==> config.mk <==
export PLATFORM = sky130hd
export DESIGN_NAME = tdl_link
export DESIGN_NICKNAME = d
export VERILOG_FILES = /design/src/verilog/tdl_pkg.sv /design/src/verilog/tdl_link.sv
export SDC_FILE = /design/constraint.sdc
export NUM_CORES = 1
export LEC_CHECK = 0
export ABC_AREA = 0
export BUFFER_PORTS_ARGS = -buffer_cell sky130_fd_sc_hd__clkbuf_2
export CORE_MARGIN = 3
export CORE_UTILIZATION = 40
export CTS_CLUSTER_DIAMETER = 30
export DETAILED_ROUTE_END_ITERATION = 10
export GPL_ROUTABILITY_DRIVEN = 0
export PLACE_DENSITY = 0.58
export SLEW_MARGIN = 10
export SYNTH_ARGS = -nofsm -noshare
export SYNTH_HDL_FRONTEND = slang
export SYNTH_SLANG_ARGS = --single-unit
==> constraint.sdc <==
create_clock -name clk_sys -period 7.61 [get_ports clk_sys]
set_input_delay 0.3805 -clock clk_sys [delete_from_list [all_inputs] [get_ports clk_sys]]
set_output_delay 0.3805 -clock clk_sys [all_outputs]
set_load 0.005 [all_outputs]
==> src/verilog/tdl_pkg.sv <==
// Shared constants and carrier types for the trunk overhead data link.
package tdl_pkg;
	// ==========================================================
	// Register map
	localparam logic [7:0] PAGE_CTRL = 8'h01; // Master control page
	localparam logic [7:0] PAGE_STAT = 8'h03; // Master status page
	localparam logic [4:0] ADDR_LINK_CTRL = 5'h12;
	localparam logic [4:0] ADDR_TX_MSG = 5'h13;
	localparam logic [4:0] ADDR_RX_MSG = 5'h15;
	localparam logic [4:0] ADDR_SPARE_SEL = 5'h17;
	localparam logic [4:0] ADDR_IRQ_MASK3 = 5'h1e;
	localparam int CAR_SEL_BIT = 4; // Address bit 4 low selects the page
	localparam logic [7:0] REG_RESET = 8'h00;
	// ==========================================================
	// Field positions
	localparam int BIT_EXT_LINK = 7; // External link enable
	localparam int BIT_MSG_EN = 6; // Bit message enable
	localparam int BIT_MSG_MASK = 1; // Interrupt mask word three
	localparam int SPARE_W = 5; // Spare bits four to eight
	// ==========================================================
	// Message framing and validation
	localparam logic [7:0] MSG_FLAG = 8'hfe;
	localparam int MSG_BITS = 16;
	localparam int HIST_LEN = 10;
	localparam int HIST_NEED = 7;
	// ==========================================================
	// Controller zero attachment
	localparam logic [4:0] HDLC_FDL_CH = 5'h1f; // Phantom channel 31
	localparam logic [4:0] HDLC_TS0_CH = 5'h00;
	// ==========================================================
	// Timing
	localparam int CLK_NS = 10;
	localparam int PULSE_NS = 244;
	localparam int PULSE_CYC = PULSE_NS / CLK_NS; // Nominal width
	localparam int SEC_MS = 1000;
	localparam int PAUSE_MS = 100;
	localparam int CYC_PER_MS = 1000000 / CLK_NS;
	localparam int SEC_CYC = SEC_MS * CYC_PER_MS;
	localparam int PAUSE_CYC = PAUSE_MS * CYC_PER_MS;
	localparam int TX_CAPTURE_AT = PULSE_CYC - 2; // After pin sync
	// ==========================================================
	// Carriers
	typedef struct packed {
		logic sa_strobe; // One spare bit slot of a non-alignment word
		logic [2:0] sa_index; // 0..4 for spare bits four to eight
		logic fs_strobe; // Signaling frame bit slot
		logic fdl_strobe; // Facility link bit slot (odd frames)
		logic bit_strobe; // Any line bit time
		logic line_bit; // Received decoded bit at this strobe
	} tdl_frame_t;
	typedef struct packed {
		logic strobe; // One backplane bit time
		logic [2:0] index; // Bit number 7..0 within the channel
	} tdl_bp_t;
	typedef struct packed {
		logic use_bit; // Link owns this overhead position
		logic value; // Bit to transmit there
	} tdl_oh_t;
endpackage

==> src/verilog/tdl_link.sv <==
// Overhead data link block with its transmit bit FIFO.
`timescale 1ns/1ps
// Notes on behaviour
// - E1 link uses spare bits four to eight
// - Select field bit one includes that spare bit
// - E1 transmit clock pulses 244 ns nominal, 24 cycles (240 ns) here
// - E1 transmit clock only in bit times 4..0
// - Link data captured at transmit clock rise
// - Selected spare bits override other functions
// - E1 receive data out at line rate
// - Receive clock pulses only at selected bits
// - Frame slips never drop or repeat link bits
// - T1 external pins when link control bit 7
// - T1 link clocks run at 4 kHz
// - Fs bit in SLC-96, odd FACILITY_LINK_BITS in ESF
// - Bit 6 sends flag then message byte repeatedly
// - Message loaded after 7 of last 10
// - New message interrupts unless mask bit low
// - Message pause once per second, 100 ms max
// - Controller zero on FACILITY_LINK_BITS at channel 31
// - Controller zero at timeslot zero: spare bits

// ==========================================================
// Small FIFO with valid/ready on both sides
module tdl_fifo #(
	parameter int WIDTH = 1,
	parameter int DEPTH = 4
) (
	input wire logic clk_sys,
	input wire logic reset,
	input wire logic [WIDTH-1:0] in_data,
	input wire logic in_valid,
	output logic in_ready,
	output logic [WIDTH-1:0] out_data,
	output logic out_valid,
	input wire logic out_ready
);
	localparam int AW = $clog2(DEPTH);
	logic [WIDTH-1:0] mem_reg [DEPTH]; // Storage
	logic [AW-1:0] wr_ptr_reg; // Write slot
	logic [AW-1:0] rd_ptr_reg; // Read slot
	logic [AW:0] count_reg; // Words held
	logic push;
	logic pop;
	assign in_ready = (count_reg != (AW+1)'(DEPTH));
	assign out_valid = (count_reg != '0);
	assign out_data = mem_reg[rd_ptr_reg];
	assign push = in_valid && in_ready;
	assign pop = out_valid && out_ready;
	// Storage write
	always_ff @(posedge clk_sys) begin
		if (push) begin
			mem_reg[wr_ptr_reg] <= in_data;
		end
	end
	// Pointers wrap at the depth, which need not be a power of two
	always_ff @(posedge clk_sys) begin
		if (reset) begin
			wr_ptr_reg <= '0;
			rd_ptr_reg <= '0;
			count_reg <= '0;
		end else begin
			if (push) begin
				wr_ptr_reg <= (wr_ptr_reg == AW'(DEPTH-1)) ? '0 : wr_ptr_reg + 1'b1;
			end
			if (pop) begin
				rd_ptr_reg <= (rd_ptr_reg == AW'(DEPTH-1)) ? '0 : rd_ptr_reg + 1'b1;
			end
			count_reg <= count_reg + (AW+1)'(push) - (AW+1)'(pop);
		end
	end
endmodule

// ==========================================================
// Overhead data link top
module tdl_link #(
	parameter int SEC_COUNT = tdl_pkg::SEC_CYC, // One second
	parameter int PAUSE_COUNT = tdl_pkg::PAUSE_CYC, // Longest pause
	parameter int FIFO_DEPTH = 4
) (
	input wire logic clk_sys,
	input wire logic reset,
	input wire logic [4:0] cpu_addr,
	input wire logic [7:0] cpu_wdata,
	input wire logic cpu_wr,
	input wire logic cpu_rd,
	output logic [7:0] cpu_rdata,
	input wire logic e1_mode,
	input wire logic t1_esf,
	input wire tdl_pkg::tdl_frame_t tx_frame,
	input wire tdl_pkg::tdl_bp_t tx_bp,
	input wire tdl_pkg::tdl_frame_t rx_frame,
	output tdl_pkg::tdl_oh_t tx_oh,
	output logic tx_link_clock,
	input wire logic tx_link_data,
	output logic rx_link_clock,
	output logic rx_link_data,
	output logic msg_irq,
	input wire logic [4:0] hdlc_controller_zero_channel,
	input wire logic hdlc_controller_zero_tx_bit,
	output logic hdlc_controller_zero_tx_strobe,
	output logic hdlc_controller_zero_rx_strobe,
	output logic hdlc_controller_zero_rx_bit
);
	import tdl_pkg::*;

	// ==========================================================
	// Register port: page select then register within the page
	logic [7:0] page_reg; // Selected page
	logic [7:0] link_ctrl_reg; // Link control word
	logic [7:0] tx_msg_reg; // Transmit message byte
	logic [7:0] rx_msg_reg; // Last validated message
	logic [7:0] spare_sel_reg; // Spare bit selection
	logic [7:0] irq_mask3_reg; // Interrupt mask word three

	// Decodes one register of one page
	function automatic logic hit(input logic [4:0] a, input logic [7:0] pg,
		input logic [4:0] ra, input logic [7:0] rp);
		hit = a[CAR_SEL_BIT] && (a[3:0] == ra[3:0]) && (pg == rp);
	endfunction

	// Writable registers, all cleared by reset
	always_ff @(posedge clk_sys) begin
		if (reset) begin
			page_reg <= REG_RESET;
			link_ctrl_reg <= REG_RESET;
			tx_msg_reg <= REG_RESET;
			spare_sel_reg <= REG_RESET;
			irq_mask3_reg <= REG_RESET;
		end else if (cpu_wr) begin
			if (!cpu_addr[CAR_SEL_BIT]) begin
				page_reg <= cpu_wdata;
			end
			if (hit(cpu_addr, page_reg, ADDR_LINK_CTRL, PAGE_CTRL)) begin
				link_ctrl_reg <= cpu_wdata;
			end
			if (hit(cpu_addr, page_reg, ADDR_TX_MSG, PAGE_CTRL)) begin
				tx_msg_reg <= cpu_wdata;
			end
			if (hit(cpu_addr, page_reg, ADDR_SPARE_SEL, PAGE_CTRL)) begin
				spare_sel_reg <= cpu_wdata;
			end
			if (hit(cpu_addr, page_reg, ADDR_IRQ_MASK3, PAGE_CTRL)) begin
				irq_mask3_reg <= cpu_wdata;
			end
		end
	end

	// Read data registered; unmapped reads return zero
	always_ff @(posedge clk_sys) begin
		if (reset) begin
			cpu_rdata <= REG_RESET;
		end else if (cpu_rd) begin
			if (!cpu_addr[CAR_SEL_BIT]) begin
				cpu_rdata <= page_reg;
			end else if (hit(cpu_addr, page_reg, ADDR_LINK_CTRL, PAGE_CTRL)) begin
				cpu_rdata <= link_ctrl_reg;
			end else if (hit(cpu_addr, page_reg, ADDR_TX_MSG, PAGE_CTRL)) begin
				cpu_rdata <= tx_msg_reg;
			end else if (hit(cpu_addr, page_reg, ADDR_SPARE_SEL, PAGE_CTRL)) begin
				cpu_rdata <= spare_sel_reg;
			end else if (hit(cpu_addr, page_reg, ADDR_IRQ_MASK3, PAGE_CTRL)) begin
				cpu_rdata <= irq_mask3_reg;
			end else if (hit(cpu_addr, page_reg, ADDR_RX_MSG, PAGE_STAT)) begin
				cpu_rdata <= rx_msg_reg;
			end else begin
				cpu_rdata <= REG_RESET;
			end
		end
	end

	// ==========================================================
	// Path selection
	logic ext_en; // External pins own the T1 link
	logic msg_en; // Bit messages own the T1 link
	logic hdlc_fdl; // Controller zero on facility bits
	logic hdlc_ts0; // Controller zero on timeslot zero
	logic tx_sa_sel; // Current tx spare bit is a link bit
	logic rx_sa_sel; // Current rx spare bit is a link bit
	logic tx_t1_slot; // Current tx overhead link slot
	logic rx_t1_slot; // Current rx overhead link slot
	assign ext_en = link_ctrl_reg[BIT_EXT_LINK];
	assign msg_en = link_ctrl_reg[BIT_MSG_EN];
	assign hdlc_fdl = !e1_mode && t1_esf && (hdlc_controller_zero_channel == HDLC_FDL_CH);
	assign hdlc_ts0 = e1_mode && (hdlc_controller_zero_channel == HDLC_TS0_CH);
	// Index 0..4 maps to spare bits four to eight
	assign tx_sa_sel = e1_mode && tx_frame.sa_strobe && (tx_frame.sa_index < 3'h5)
		&& spare_sel_reg[tx_frame.sa_index];
	assign rx_sa_sel = e1_mode && rx_frame.sa_strobe && (rx_frame.sa_index < 3'h5)
		&& spare_sel_reg[rx_frame.sa_index];
	// Fs slot in SLC-96, odd-frame facility bits in ESF
	assign tx_t1_slot = !e1_mode && (t1_esf ? tx_frame.fdl_strobe
		: tx_frame.fs_strobe);
	assign rx_t1_slot = !e1_mode && (t1_esf ? rx_frame.fdl_strobe
		: rx_frame.fs_strobe);

	// ==========================================================
	// Transmit pin side: clock pulse, synchroniser, capture
	logic [1:0] txd_sync_reg; // Pin synchroniser, [0] is first stage
	logic [4:0] tx_pulse_reg; // Cycles left in clock pulse
	logic tx_pulse_start;
	logic fifo_in_valid;
	logic fifo_in_ready;
	logic fifo_out_data;
	logic fifo_out_valid;
	logic fifo_pop;
	logic tx_pins_active; // External pins in use for transmit
	assign tx_pins_active = e1_mode ? !hdlc_ts0 : (ext_en && !hdlc_fdl);
	// Only ask for a bit when the FIFO can take it, so the pin clock
	// averages out at the link bit rate
	assign tx_pulse_start = tx_pins_active && fifo_in_ready && (tx_pulse_reg == '0)
		&& (e1_mode ? (tx_bp.strobe && tx_bp.index <= 3'h4)
		: tx_t1_slot);
	assign tx_link_clock = (tx_pulse_reg != '0);
	// Sampling two cycles into the pulse sees the pin as it stood at the rise
	assign fifo_in_valid = (tx_pulse_reg == 5'(TX_CAPTURE_AT));

	// Pin synchroniser
	always_ff @(posedge clk_sys) begin
		if (reset) begin
			txd_sync_reg <= 2'h0;
		end else begin
			txd_sync_reg <= {txd_sync_reg[0], tx_link_data};
		end
	end

	// Transmit clock pulse width
	always_ff @(posedge clk_sys) begin
		if (reset) begin
			tx_pulse_reg <= '0;
		end else if (tx_pulse_start) begin
			tx_pulse_reg <= 5'(PULSE_CYC);
		end else if (tx_pulse_reg != '0) begin
			tx_pulse_reg <= tx_pulse_reg - 5'h1;
		end
	end

	tdl_fifo #(
		.WIDTH(1),
		.DEPTH(FIFO_DEPTH)
	) u_fifo (
		.clk_sys(clk_sys),
		.reset(reset),
		.in_data(txd_sync_reg[1]),
		.in_valid(fifo_in_valid),
		.in_ready(fifo_in_ready),
		.out_data(fifo_out_data),
		.out_valid(fifo_out_valid),
		.out_ready(fifo_pop)
	);

	// ==========================================================
	// Bit message transmitter and its pause budget
	logic [3:0] msg_idx_reg; // Bit position within flag+byte
	logic [15:0] msg_word;
	logic [$clog2(SEC_COUNT+1)-1:0] sec_cnt_reg; // One second window
	logic [$clog2(PAUSE_COUNT+1)-1:0] pause_cnt_reg; // Pause spent
	logic paused_reg; // Pause in progress
	logic pause_used_reg; // Pause already taken this second
	logic pause_ok;
	assign msg_word = {MSG_FLAG, tx_msg_reg};
	// A pause may start once per second and never outlasts its limit
	assign pause_ok = hdlc_fdl && msg_en
		&& (paused_reg || !pause_used_reg)
		&& (pause_cnt_reg < $bits(pause_cnt_reg)'(PAUSE_COUNT));

	// Pause bookkeeping
	always_ff @(posedge clk_sys) begin
		if (reset) begin
			sec_cnt_reg <= '0;
			pause_cnt_reg <= '0;
			paused_reg <= 1'b0;
			pause_used_reg <= 1'b0;
		end else begin
			paused_reg <= pause_ok;
			if (sec_cnt_reg == $bits(sec_cnt_reg)'(SEC_COUNT - 1)) begin
				sec_cnt_reg <= '0;
				pause_used_reg <= pause_ok; // Ongoing pause still counts
				// A pause that spans the boundary keeps its spent budget,
				// otherwise it could run to twice the limit
				pause_cnt_reg <= pause_ok ? pause_cnt_reg + 1'b1 : '0;
			end else begin
				sec_cnt_reg <= sec_cnt_reg + 1'b1;
				if (pause_ok) begin
					pause_used_reg <= 1'b1;
					pause_cnt_reg <= pause_cnt_reg + 1'b1;
				end
			end
		end
	end

	// Message bit position, restarts at the flag when disabled
	always_ff @(posedge clk_sys) begin
		if (reset || !msg_en) begin
			msg_idx_reg <= '0;
		end else if (tx_t1_slot && !(ext_en && !hdlc_fdl)
			&& !hdlc_controller_zero_tx_strobe) begin
			msg_idx_reg <= msg_idx_reg + 4'h1;
		end
	end

	// ==========================================================
	// Transmit overhead multiplexer
	logic tx_link_slot;
	assign tx_link_slot = tx_sa_sel || tx_t1_slot;
	assign fifo_pop = tx_link_slot && tx_pins_active
		&& (e1_mode || ext_en);
	assign hdlc_controller_zero_tx_strobe = (tx_sa_sel && hdlc_ts0)
		|| (tx_t1_slot && hdlc_fdl && !ext_en && (!msg_en || pause_ok));

	// Data out flopped; owner priority: controller, pins, messages, but in T1 the pins and the controller each block the other
	always_ff @(posedge clk_sys) begin
		if (reset) begin
			tx_oh <= '0;
		end else if (tx_sa_sel) begin
			tx_oh.use_bit <= 1'b1;
			tx_oh.value <= hdlc_ts0 ? hdlc_controller_zero_tx_bit
				: (fifo_out_valid ? fifo_out_data : 1'b1);
		end else if (tx_t1_slot && ext_en && !hdlc_fdl) begin
			tx_oh.use_bit <= 1'b1;
			tx_oh.value <= fifo_out_valid ? fifo_out_data : 1'b1;
		end else if (hdlc_controller_zero_tx_strobe) begin
			tx_oh.use_bit <= 1'b1;
			tx_oh.value <= hdlc_controller_zero_tx_bit;
		end else if (tx_t1_slot && msg_en) begin
			tx_oh.use_bit <= 1'b1;
			tx_oh.value <= msg_word[4'hf - msg_idx_reg];
		end else if (tx_frame.bit_strobe) begin
			tx_oh.use_bit <= 1'b0;
			tx_oh.value <= 1'b1;
		end
	end

	// ==========================================================
	// Receive pins: bits are taken before the slip buffer, so a slip
	// never repeats or loses one
	logic [4:0] rx_pulse_reg; // Cycles left in receive pulse
	logic rx_pin_bit; // Current bit belongs on the pins
	assign rx_pin_bit = e1_mode ? (rx_sa_sel && !hdlc_ts0)
		: (rx_t1_slot && ext_en && !hdlc_fdl);
	assign rx_link_clock = (rx_pulse_reg != '0);

	// Receive data and clock pulse, aligned
	always_ff @(posedge clk_sys) begin
		if (reset) begin
			rx_link_data <= 1'b1;
			rx_pulse_reg <= '0;
		end else begin
			if ((e1_mode && rx_frame.bit_strobe) || rx_pin_bit) begin
				rx_link_data <= rx_frame.line_bit;
			end
			if (rx_pin_bit) begin
				rx_pulse_reg <= 5'(PULSE_CYC);
			end else if (rx_pulse_reg != '0) begin
				rx_pulse_reg <= rx_pulse_reg - 5'h1;
			end
		end
	end

	// Controller zero receive feed
	always_ff @(posedge clk_sys) begin
		if (reset) begin
			hdlc_controller_zero_rx_strobe <= 1'b0;
			hdlc_controller_zero_rx_bit <= 1'b1;
		end else begin
			hdlc_controller_zero_rx_strobe <= (rx_sa_sel && hdlc_ts0) || (rx_t1_slot && hdlc_fdl);
			hdlc_controller_zero_rx_bit <= rx_frame.line_bit;
		end
	end

	// ==========================================================
	// Bit message receiver with 7-of-10 validation
	logic [15:0] rx_shift_reg; // Recent overhead bits
	logic [15:0] rx_shift_next;
	logic [7:0] hist_reg [HIST_LEN-1]; // Previous candidates
	logic [3:0] hist_fill_reg; // Candidates seen so far
	logic cand;
	logic [3:0] agree;
	logic load_msg;
	assign rx_shift_next = {rx_shift_reg[14:0], rx_frame.line_bit};
	assign cand = rx_t1_slot && (rx_shift_next[15:8] == MSG_FLAG)
		&& !rx_shift_next[7] && !rx_shift_next[0];

	// Count agreement of the newest byte over the last ten positions
	always_comb begin
		agree = 4'h1;
		for (int i = 0; i < HIST_LEN - 1; i++) begin
			if (4'(i) < hist_fill_reg && hist_reg[i] == rx_shift_next[7:0]) begin
				agree = agree + 4'h1;
			end
		end
	end
	assign load_msg = cand && (agree >= 4'(HIST_NEED))
		&& (rx_shift_next[7:0] != rx_msg_reg);

	// Shift register and candidate history
	always_ff @(posedge clk_sys) begin
		if (reset) begin
			rx_shift_reg <= '0;
			hist_fill_reg <= '0;
		end else if (rx_t1_slot) begin
			rx_shift_reg <= rx_shift_next;
			if (cand) begin
				hist_reg[0] <= rx_shift_next[7:0];
				for (int i = 1; i < HIST_LEN - 1; i++) begin
					hist_reg[i] <= hist_reg[i-1];
				end
				if (hist_fill_reg < 4'(HIST_LEN - 1)) begin
					hist_fill_reg <= hist_fill_reg + 4'h1;
				end
			end
		end
	end

	// Receive message register keeps the last valid message
	always_ff @(posedge clk_sys) begin
		if (reset) begin
			rx_msg_reg <= REG_RESET;
			msg_irq <= 1'b0;
		end else begin
			if (load_msg) begin
				rx_msg_reg <= rx_shift_next[7:0];
			end
			msg_irq <= load_msg && irq_mask3_reg[BIT_MSG_MASK];
		end
	end

	// ==========================================================
	// Assertions
	property p_tx_pulse_width;
		@(posedge clk_sys) disable iff (reset)
		$rose(tx_link_clock) |-> tx_link_clock [*8] ##16 tx_link_clock ##1 !tx_link_clock;
	endproperty
	a_tx_pulse_width: assert property (p_tx_pulse_width) else $error("tx clock width");
	property p_tx_bit_time;
		@(posedge clk_sys) disable iff (reset)
		$rose(tx_link_clock) && e1_mode |-> $past(tx_bp.strobe) && $past(tx_bp.index) <= 3'h4;
	endproperty
	a_tx_bit_time: assert property (p_tx_bit_time) else $error("tx clock outside bits");
	property p_rx_pulse_sel;
		@(posedge clk_sys) disable iff (reset)
		$rose(rx_link_clock) && e1_mode |-> $past(rx_sa_sel) && !$past(hdlc_ts0);
	endproperty
	a_rx_pulse_sel: assert property (p_rx_pulse_sel) else $error("rx clock not on link bit");
	property p_override;
		@(posedge clk_sys) disable iff (reset)
		tx_sa_sel |=> tx_oh.use_bit;
	endproperty
	a_override: assert property (p_override) else $error("spare bit not overridden");
	property p_capture;
		@(posedge clk_sys) disable iff (reset)
		$rose(tx_link_clock) ##2 1'b1 |-> fifo_in_valid && $past(tx_link_data, 2) == txd_sync_reg[1];
	endproperty
	a_capture: assert property (p_capture) else $error("capture not at rise");
	property p_msg_keep;
		@(posedge clk_sys) disable iff (reset)
		!load_msg |=> $stable(rx_msg_reg);
	endproperty
	a_msg_keep: assert property (p_msg_keep) else $error("message changed unvalidated");
	property p_irq_mask;
		@(posedge clk_sys) disable iff (reset)
		msg_irq |-> $past(load_msg) && $past(irq_mask3_reg[BIT_MSG_MASK]);
	endproperty
	a_irq_mask: assert property (p_irq_mask) else $error("bad message interrupt");
	property p_irq_new;
		@(posedge clk_sys) disable iff (reset)
		load_msg && irq_mask3_reg[BIT_MSG_MASK] |=> msg_irq && rx_msg_reg != $past(rx_msg_reg);
	endproperty
	a_irq_new: assert property (p_irq_new) else $error("missing interrupt");
	// Length of the current pause, kept apart from the budget counter
	logic [$clog2(PAUSE_COUNT+2)-1:0] pause_run_reg;
	always_ff @(posedge clk_sys) begin
		if (reset || !pause_ok) begin
			pause_run_reg <= '0;
		end else begin
			pause_run_reg <= pause_run_reg + 1'b1;
		end
	end
	property p_pause_limit;
		@(posedge clk_sys) disable iff (reset)
		pause_ok |-> pause_run_reg < $bits(pause_run_reg)'(PAUSE_COUNT);
	endproperty
	a_pause_limit: assert property (p_pause_limit) else $error("pause too long");
	property p_idle_oh;
		@(posedge clk_sys) disable iff (reset)
		tx_t1_slot && !ext_en && !msg_en && !hdlc_fdl |=> !tx_oh.use_bit;
	endproperty
	a_idle_oh: assert property (p_idle_oh) else $error("overhead taken while idle");
	c_tx_pulse: cover property (@(posedge clk_sys) disable iff (reset) $rose(tx_link_clock));
	c_rx_pulse: cover property (@(posedge clk_sys) disable iff (reset) $rose(rx_link_clock));
	c_msg_load: cover property (@(posedge clk_sys) disable iff (reset) load_msg);
	c_pause: cover property (@(posedge clk_sys) disable iff (reset) $rose(paused_reg));
endmodule

# --- Word-level counts from Yosys, hierarchy flattened ---
# Memory sizes are Yosys's and may differ from the RTL's. A register that Yosys moved wholly into a read port is not among the register bits.
# Cells that the tools add are included.
word_totals:
  inputBits: 46
  mem_count: 2
  ff_bits: 157
  word_cells: 243
  ramBits: 76
  output_inout_bits: 17
classes:
  n_eq_ne: 24
  bitwise_logic: 1
  reduce_logical: 99
  add_sub_neg: 19
  mux: 52
  order_cmp: 18
memory_table:
  columns: ["name", "depth", "width", "rd", "rd_clocked_by_memory_dff", "wr", "line_no", "source"]
  rows:
  - ["hist_reg", 9, 8, 9, 0, 9, "tdl_link.sv:375", "logic [7:0] hist_reg [HIST_LEN-1];"]
  - ["u_fifo.mem_reg", 4, 1, 1, 1, 1, "tdl_link.sv:39", "logic [WIDTH-1:0] mem_reg [DEPTH];"]
op_table:
  columns: ["cell", "n"]
  rows:
  - ["equality test 8 bit", 9]
  - ["2-to-1 mux 24 bit", 3]
  - ["logical AND 1 bit", 63]
  - ["2-to-1 mux 8 bit", 6]
  - ["adder 4 x 1 -> 4 bit (second input constant)", 10]
  - ["2-to-1 mux 4 bit", 8]
  - ["adder 27 x 1 -> 27 bit (second input constant)", 1]
  - ["equality test 27 bit (second input constant)", 1]
  - ["adder 24 x 1 -> 24 bit (second input constant)", 1]
  - ["< comparator 24 bit (second input constant)", 1]
  - ["2-to-1 mux 2 bit", 10]
  - ["2-to-1 mux 5 bit", 4]
  - ["2-to-1 mux 1 bit", 18]
  - ["< comparator 3 x 4 -> 1 bit (first input constant)", 4]
  - ["nonzero test 5 bit", 3]
  - ["equality test 5 bit (second input constant)", 2]
  - ["logical NOT 1 bit", 10]
  - ["logical NOT 5 bit", 2]
  - ["AND reduction 2 bit", 5]
  - ["subtractor 5 x 1 -> 5 bit (second input constant)", 2]
  - ["equality test 4 x 2 -> 1 bit (second input constant)", 2]
  - ["equality test 4 x 3 -> 1 bit (second input constant)", 2]
  - ["equality test 8 x 1 -> 1 bit (second input constant)", 1]
  - ["equality test 8 x 2 -> 1 bit (second input constant)", 1]
  - ["other kinds (26)", 44]

# --- Depth between registers and ports, before layout ---
# An unclocked memory read counts as a cell.
logic_depth:
  depth_word: 24
  depth_mapped: 28
  depth_no_buf: 27

# --- By module ---
# Synthesis repeated with hierarchy kept, for this count alone.
unflattened:
  cells_unflattened: 1204
  hier_area_um2: 11771.3
by_module_without_submodules:
  columns: ["module", "seq_area_each_um2", "area_per_inst_um2", "cells_per_inst", "instances"]
  rows:
  - ["tdl_link", 5165.0, 11130.7, 1149, 1]
  - ["tdl_fifo", 300.3, 640.6, 55, 1]

# --- Worst setup path before layout ---
# OpenSTA, ideal clock, no wires.
synth_timing:
  kind: "input-to-reg"
  from: "input port rx_frame[0] in the netlist's numbering"
  to: "register rx_msg_reg[0]"
  n_path_buf: 2
  t_required_ns: 7.479
  setup_time_ns: 0.131
  t_arrival_ns: 5.415
  cell_stages: 25
  slack_ns: 2.064
  path_cell_list: "buf_2 > buf_2 > xor2_1 > nor4_1 > and4_1 > inv_1 > fa_1 > xnor2_4 > xor2_1 > mux2_2 > ha_1 > inv_1 > mux2_2 > a21oi_2 > xor2_1 > o21ai_0 > ha_1 > mux2_2 > ha_1 > and3_1 > mux2i_1 > o21a_1 > mux2_4 > nor2_2 > nor3b_2"
synth_between:
  elab_chain_cells: 22
synth_lines:
  columns: ["item", "line_no", "source"]
  rows:
  - ["start, declared", "tdl_link.sv:92", "input wire tdl_pkg::tdl_frame_t rx_frame,"]
  - ["equality test 8 bit", "tdl_link.sv:388", "if (4'(i) < hist_fill_reg && hist_reg[i] == rx_shift_next[7:0]) begin"]
  - ["logical AND 1 bit", "tdl_link.sv:388", null]
  - ["2-to-1 mux 2 bit", "tdl_link.sv:388", null]
  - ["adder 4 x 1 -> 4 bit", "tdl_link.sv:389", "agree = agree + 4'h1;"]
  - ["2-to-1 mux 4 bit", "tdl_link.sv:388", null]
  - ["adder 4 x 1 -> 4 bit", "tdl_link.sv:389", null]
  - ["2-to-1 mux 4 bit", "tdl_link.sv:388", null]
  - ["adder 4 x 1 -> 4 bit", "tdl_link.sv:389", null]
  - ["[6 not listed]", null, null]
  - ["2-to-1 mux 4 bit", "tdl_link.sv:388", null]
  - ["adder 4 x 1 -> 4 bit", "tdl_link.sv:389", null]
  - ["2-to-1 mux 4 bit", "tdl_link.sv:388", null]
  - ["adder 4 x 1 -> 4 bit", "tdl_link.sv:389", null]
  - ["2-to-1 mux 4 bit", "tdl_link.sv:388", null]
  - [">= comparator 4 x 3 -> 1 bit", "tdl_link.sv:393", "assign load_msg = cand && (agree >= 4'(HIST_NEED))"]
  - ["logical AND 1 bit", "tdl_link.sv:393", null]
  - ["logical AND 1 bit", "tdl_link.sv:394", "&& (rx_shift_next[7:0] != rx_msg_reg);"]
  - ["end signal, assigned", "tdl_link.sv:422", "rx_msg_reg <= rx_shift_next[7:0];"]
  - ["end, declared", "tdl_link.sv:112", "logic [7:0] rx_msg_reg;"]
# Several ways; a longest one is shown, not always the timed one.
# A chain may end at the register's enable or synchronous reset.

# --- Final worst setup path ---
layout_timing:
  from: "register rx_shift_reg[6]"
  to: "register rx_msg_reg[4]"
layout_between:
  elab_chain_cells: 22
layout_lines:
  columns: ["item", "line_no", "source"]
  rows:
  - ["start, declared", "tdl_link.sv:373", "logic [15:0] rx_shift_reg;"]
  - ["start signal, assigned", "tdl_link.sv:402", "rx_shift_reg <= rx_shift_next;"]
  - ["equality test 8 bit", "tdl_link.sv:388", null]
  - ["logical AND 1 bit", "tdl_link.sv:388", null]
  - ["2-to-1 mux 2 bit", "tdl_link.sv:388", null]
  - ["adder 4 x 1 -> 4 bit", "tdl_link.sv:389", null]
  - ["2-to-1 mux 4 bit", "tdl_link.sv:388", null]
  - ["adder 4 x 1 -> 4 bit", "tdl_link.sv:389", null]
  - ["2-to-1 mux 4 bit", "tdl_link.sv:388", null]
  - ["adder 4 x 1 -> 4 bit", "tdl_link.sv:389", null]
  - ["[6 not listed]", null, null]
  - ["2-to-1 mux 4 bit", "tdl_link.sv:388", null]
  - ["adder 4 x 1 -> 4 bit", "tdl_link.sv:389", null]
  - ["2-to-1 mux 4 bit", "tdl_link.sv:388", null]
  - ["adder 4 x 1 -> 4 bit", "tdl_link.sv:389", null]
  - ["2-to-1 mux 4 bit", "tdl_link.sv:388", null]
  - [">= comparator 4 x 3 -> 1 bit", "tdl_link.sv:393", null]
  - ["logical AND 1 bit", "tdl_link.sv:393", null]
  - ["logical AND 1 bit *", "tdl_link.sv:394", null]
# Mark *: on every way between the ends. The rest lies on a longest branch, timed or not.

==> results.md <==
- CP Class: flop to flop
- Avg Inst Size Synth: 10.1 µm²
- Via count: 8417
- Fin crit share: 81.4%
- Stages on worst setup path: 22
- Detailed Place HPWL: 16500 µm
- Share of cells above drive strength 1: 18.4%
- R2R depth: 22
- Pre-CTS worst setup slack: 1.33 ns
- # hold bufs at CTS: 0
- Number of max-cap violations: 0
- Clock latency at the later pin of the worst-skew pair: 0.55 ns
- Final WL: 24600 µm
- Register area share after synthesis: 47.7%
- # setup viols final: 0
- Most frequent cells in the layout: dfxtp_1 (159), nor2_1 (134), nand2_1 (76), xor2_1 (76), edfxtp_1 (76)
- First-pass GRT wire length: 40400 µm
- Synth async-reset ratio: 0%
- Number of synthesized flops with an enable pin: 76
- Max Freq: 161 MHz
- CTS root buffer: clkbuf_16
- FF+latch area: 5470 µm²
- Crit end category: flop
- Commonest non-fill, non-tap cell in the layout: dfxtp_1
- Fill cell total of the finished layout: 2559
- Post-synthesis cell count: 1137
- Die area: 30700 µm²
- Layout Skew: 0.0182 ns
- Power Density: 287 nW/µm²
- Ant diodes: 0
- Wire length per cell: 14.8 µm
- Core area: 28000 µm²
- IO buf count: 61
- Crit-path cells: xor2_1, a2111oi_0, nand3_1, fa_1, xnor2_4, inv_1, ha_1, nor4_1, mux2_2, a21oi_2, xor2_1, o21ai_0, ha_1, mux2_2, ha_1, nand2_1, nor2_1, mux2i_1, o21a_1, mux2_4, o21ai_1, a21oi_1
- Synth Cell Area: 11400 µm²
- Buf/Inv on CP: 1
- Synth-to-Final Area Change: 23.5%
- Worst-Margin Slew: 1.04 ns
- Area after DPL: 12100 µm²
- Vias per cell: 5.09
- Std cell rows: 61
- Hold crit path type: input port to flop
- Seq cells post-synth: 235
- Initial antenna violation count: 0
- CP max stage cell: dfxtp_1
- Critical path arrival: 6.59 ns
- Hold Vio Cnt, Final: 0
- Setup total negative slack: 0 ns
- Crit path max fanout: 14
- Initial drt markers: 559
- Slew Limit Fails: 0
- Largest net degree at the start of global routing: 73
- IO Pins: 63
- Antenna-violating nets left: 0
- Design Area, Final: 14100 µm²
- Post-CTS Setup Inserts: 0
- CTS tree: built
- WP data required: 8.00 ns
- Max incr delay on CP: 0.80 ns
- CP most frequent cell: ha_1
- Final worst path period need: 6.20 ns
- Fin nets: 1303
- Final core utilization: 50.5%
- CTS Buffer Depth: 3
- Reg clk slew, reported paths: 0.04 ns
- RSZ-0062 raised after global routing: false
- Die Y: 175 µm
- Syn nets: 1213
- Yosys warns: 0
- Vias in the first global route: 8102
- Leakage: 5.35 nW
- Clock Sinks: 235
- Final worst setup slack: 1.41 ns
- Synth cell types: 74
- Total congestion overflow: 0
- Die W: 175 µm
- Worst hold path depth: 2
- Relative slew margins: 29.9%
- Outcome: complete, no violations
- H-tree depth: 2
- Post-CTS resize count: 0
- Cell family with the largest share of critical-path delay: adder cells
- CP Launch Type: flop
- Max reg flops: 72
- First-pass detailed-route iteration total: 5
- Primary FF master, synth: dfxtp_1
- CTS Buf Count: 58
- Tot GR Track Use: 15.9%
- DRC Markers: 0
- Max VDD drop: 0.000172 V
- Multi-input gate area: 5650 µm²
- Initial Utilization: 40.9%
==> routing by layer <==
layer | GRT usage (%) | share of wire (%)
met5 | 0 | 0
met4 | 4.72 | 1.7
met3 | 3.28 | 4.1
met2 | 26.1 | 48
met1 | 21.2 | 47
==> metrics by stage <==
step,hold WS (ns),total power (W),instances
6_report,0.0623,0.00407,1654
5_1_grt,0.0807,0.00423,1654
4_1_cts,0.0418,0.00411,1654
3_5_place_dp,0.446,0.00162,1545
3_3_place_gp,0.443,0.00161,1545
2_1_floorplan,0.414,0.00155,1137
==> layout make-up <==
type	count	share of cell area, %
Clock buffer	75	11.4
Clock inverter	34	2.88
Inverter	43	1.14
Multi-Input combinational cell	818	39.9
Sequential cell	235	38.6
Tap cell	378	3.34
Timing Repair Buffer	71	2.71
==> report_power, final <==
part / leakage (nW) / switching, W / total, W / internal, W
Combinational: 2.40 / 0.000136 / 0.000242 / 0.000107
Clock: 0.998 / 0.000723 / 0.00247 / 0.00175
Sequential: 1.95 / 0.0000292 / 0.00135 / 0.00133
Total: 5.35 / 0.000888 / 0.00407 / 0.00318
==> worst paths after layout <==
| check | startpoint | endpoint | slack, ns |
|---|---|---|---|
| worst max-delay path | rx_shift_reg[6] | rx_msg_reg[4] | 1.41 |
| worst min-delay path | tx_link_data | txd_sync_reg[0] | 0.06 |
| worst max register to register | rx_shift_reg[6] | rx_msg_reg[4] | 1.41 |
| worst min register to register | irq_mask3_reg[2] | irq_mask3_reg[2] | 0.45 |
==> synth_stat cells (all sizes together), types with 7 or more instances <==
library cell | count | area share (%)
a21oi | 61 | 2.7
a221o | 8 | 0.70
a221oi | 8 | 0.61
and2 | 7 | 0.38
and3 | 16 | 0.89
buf | 15 | 0.77
clkbuf | 26 | 0.85
dfxtp | 159 | 28
edfxtp | 76 | 20
ha | 28 | 3.1
inv | 43 | 1.4
mux2 | 16 | 1.6
mux2i | 50 | 4.6
nand2 | 76 | 2.5
nand2b | 11 | 0.60
nand3 | 69 | 3.1
nand4 | 18 | 0.98
nor2 | 137 | 4.5
nor2b | 9 | 0.49
nor3 | 32 | 1.5
nor4 | 16 | 1.1
o21ai | 28 | 1.2
or2 | 14 | 0.77
or3 | 12 | 0.66
xnor2 | 56 | 5.0
xor2 | 78 | 6.1
==> logic make-up after synthesis <==
| kind of cell | Yosys count | synth area share, % |
|---|---|---|
| flops | 235 | 47.7 |
| simple gates | 438 | 19.2 |
| mux | 71 | 7.21 |
| xor+xnor | 135 | 11.3 |
| compound gates | 144 | 8.16 |
| buf+inv | 84 | 3.03 |
| fa+ha+maj | 30 | 3.41 |
Note: power is estimated with default switching activity, not from simulation.
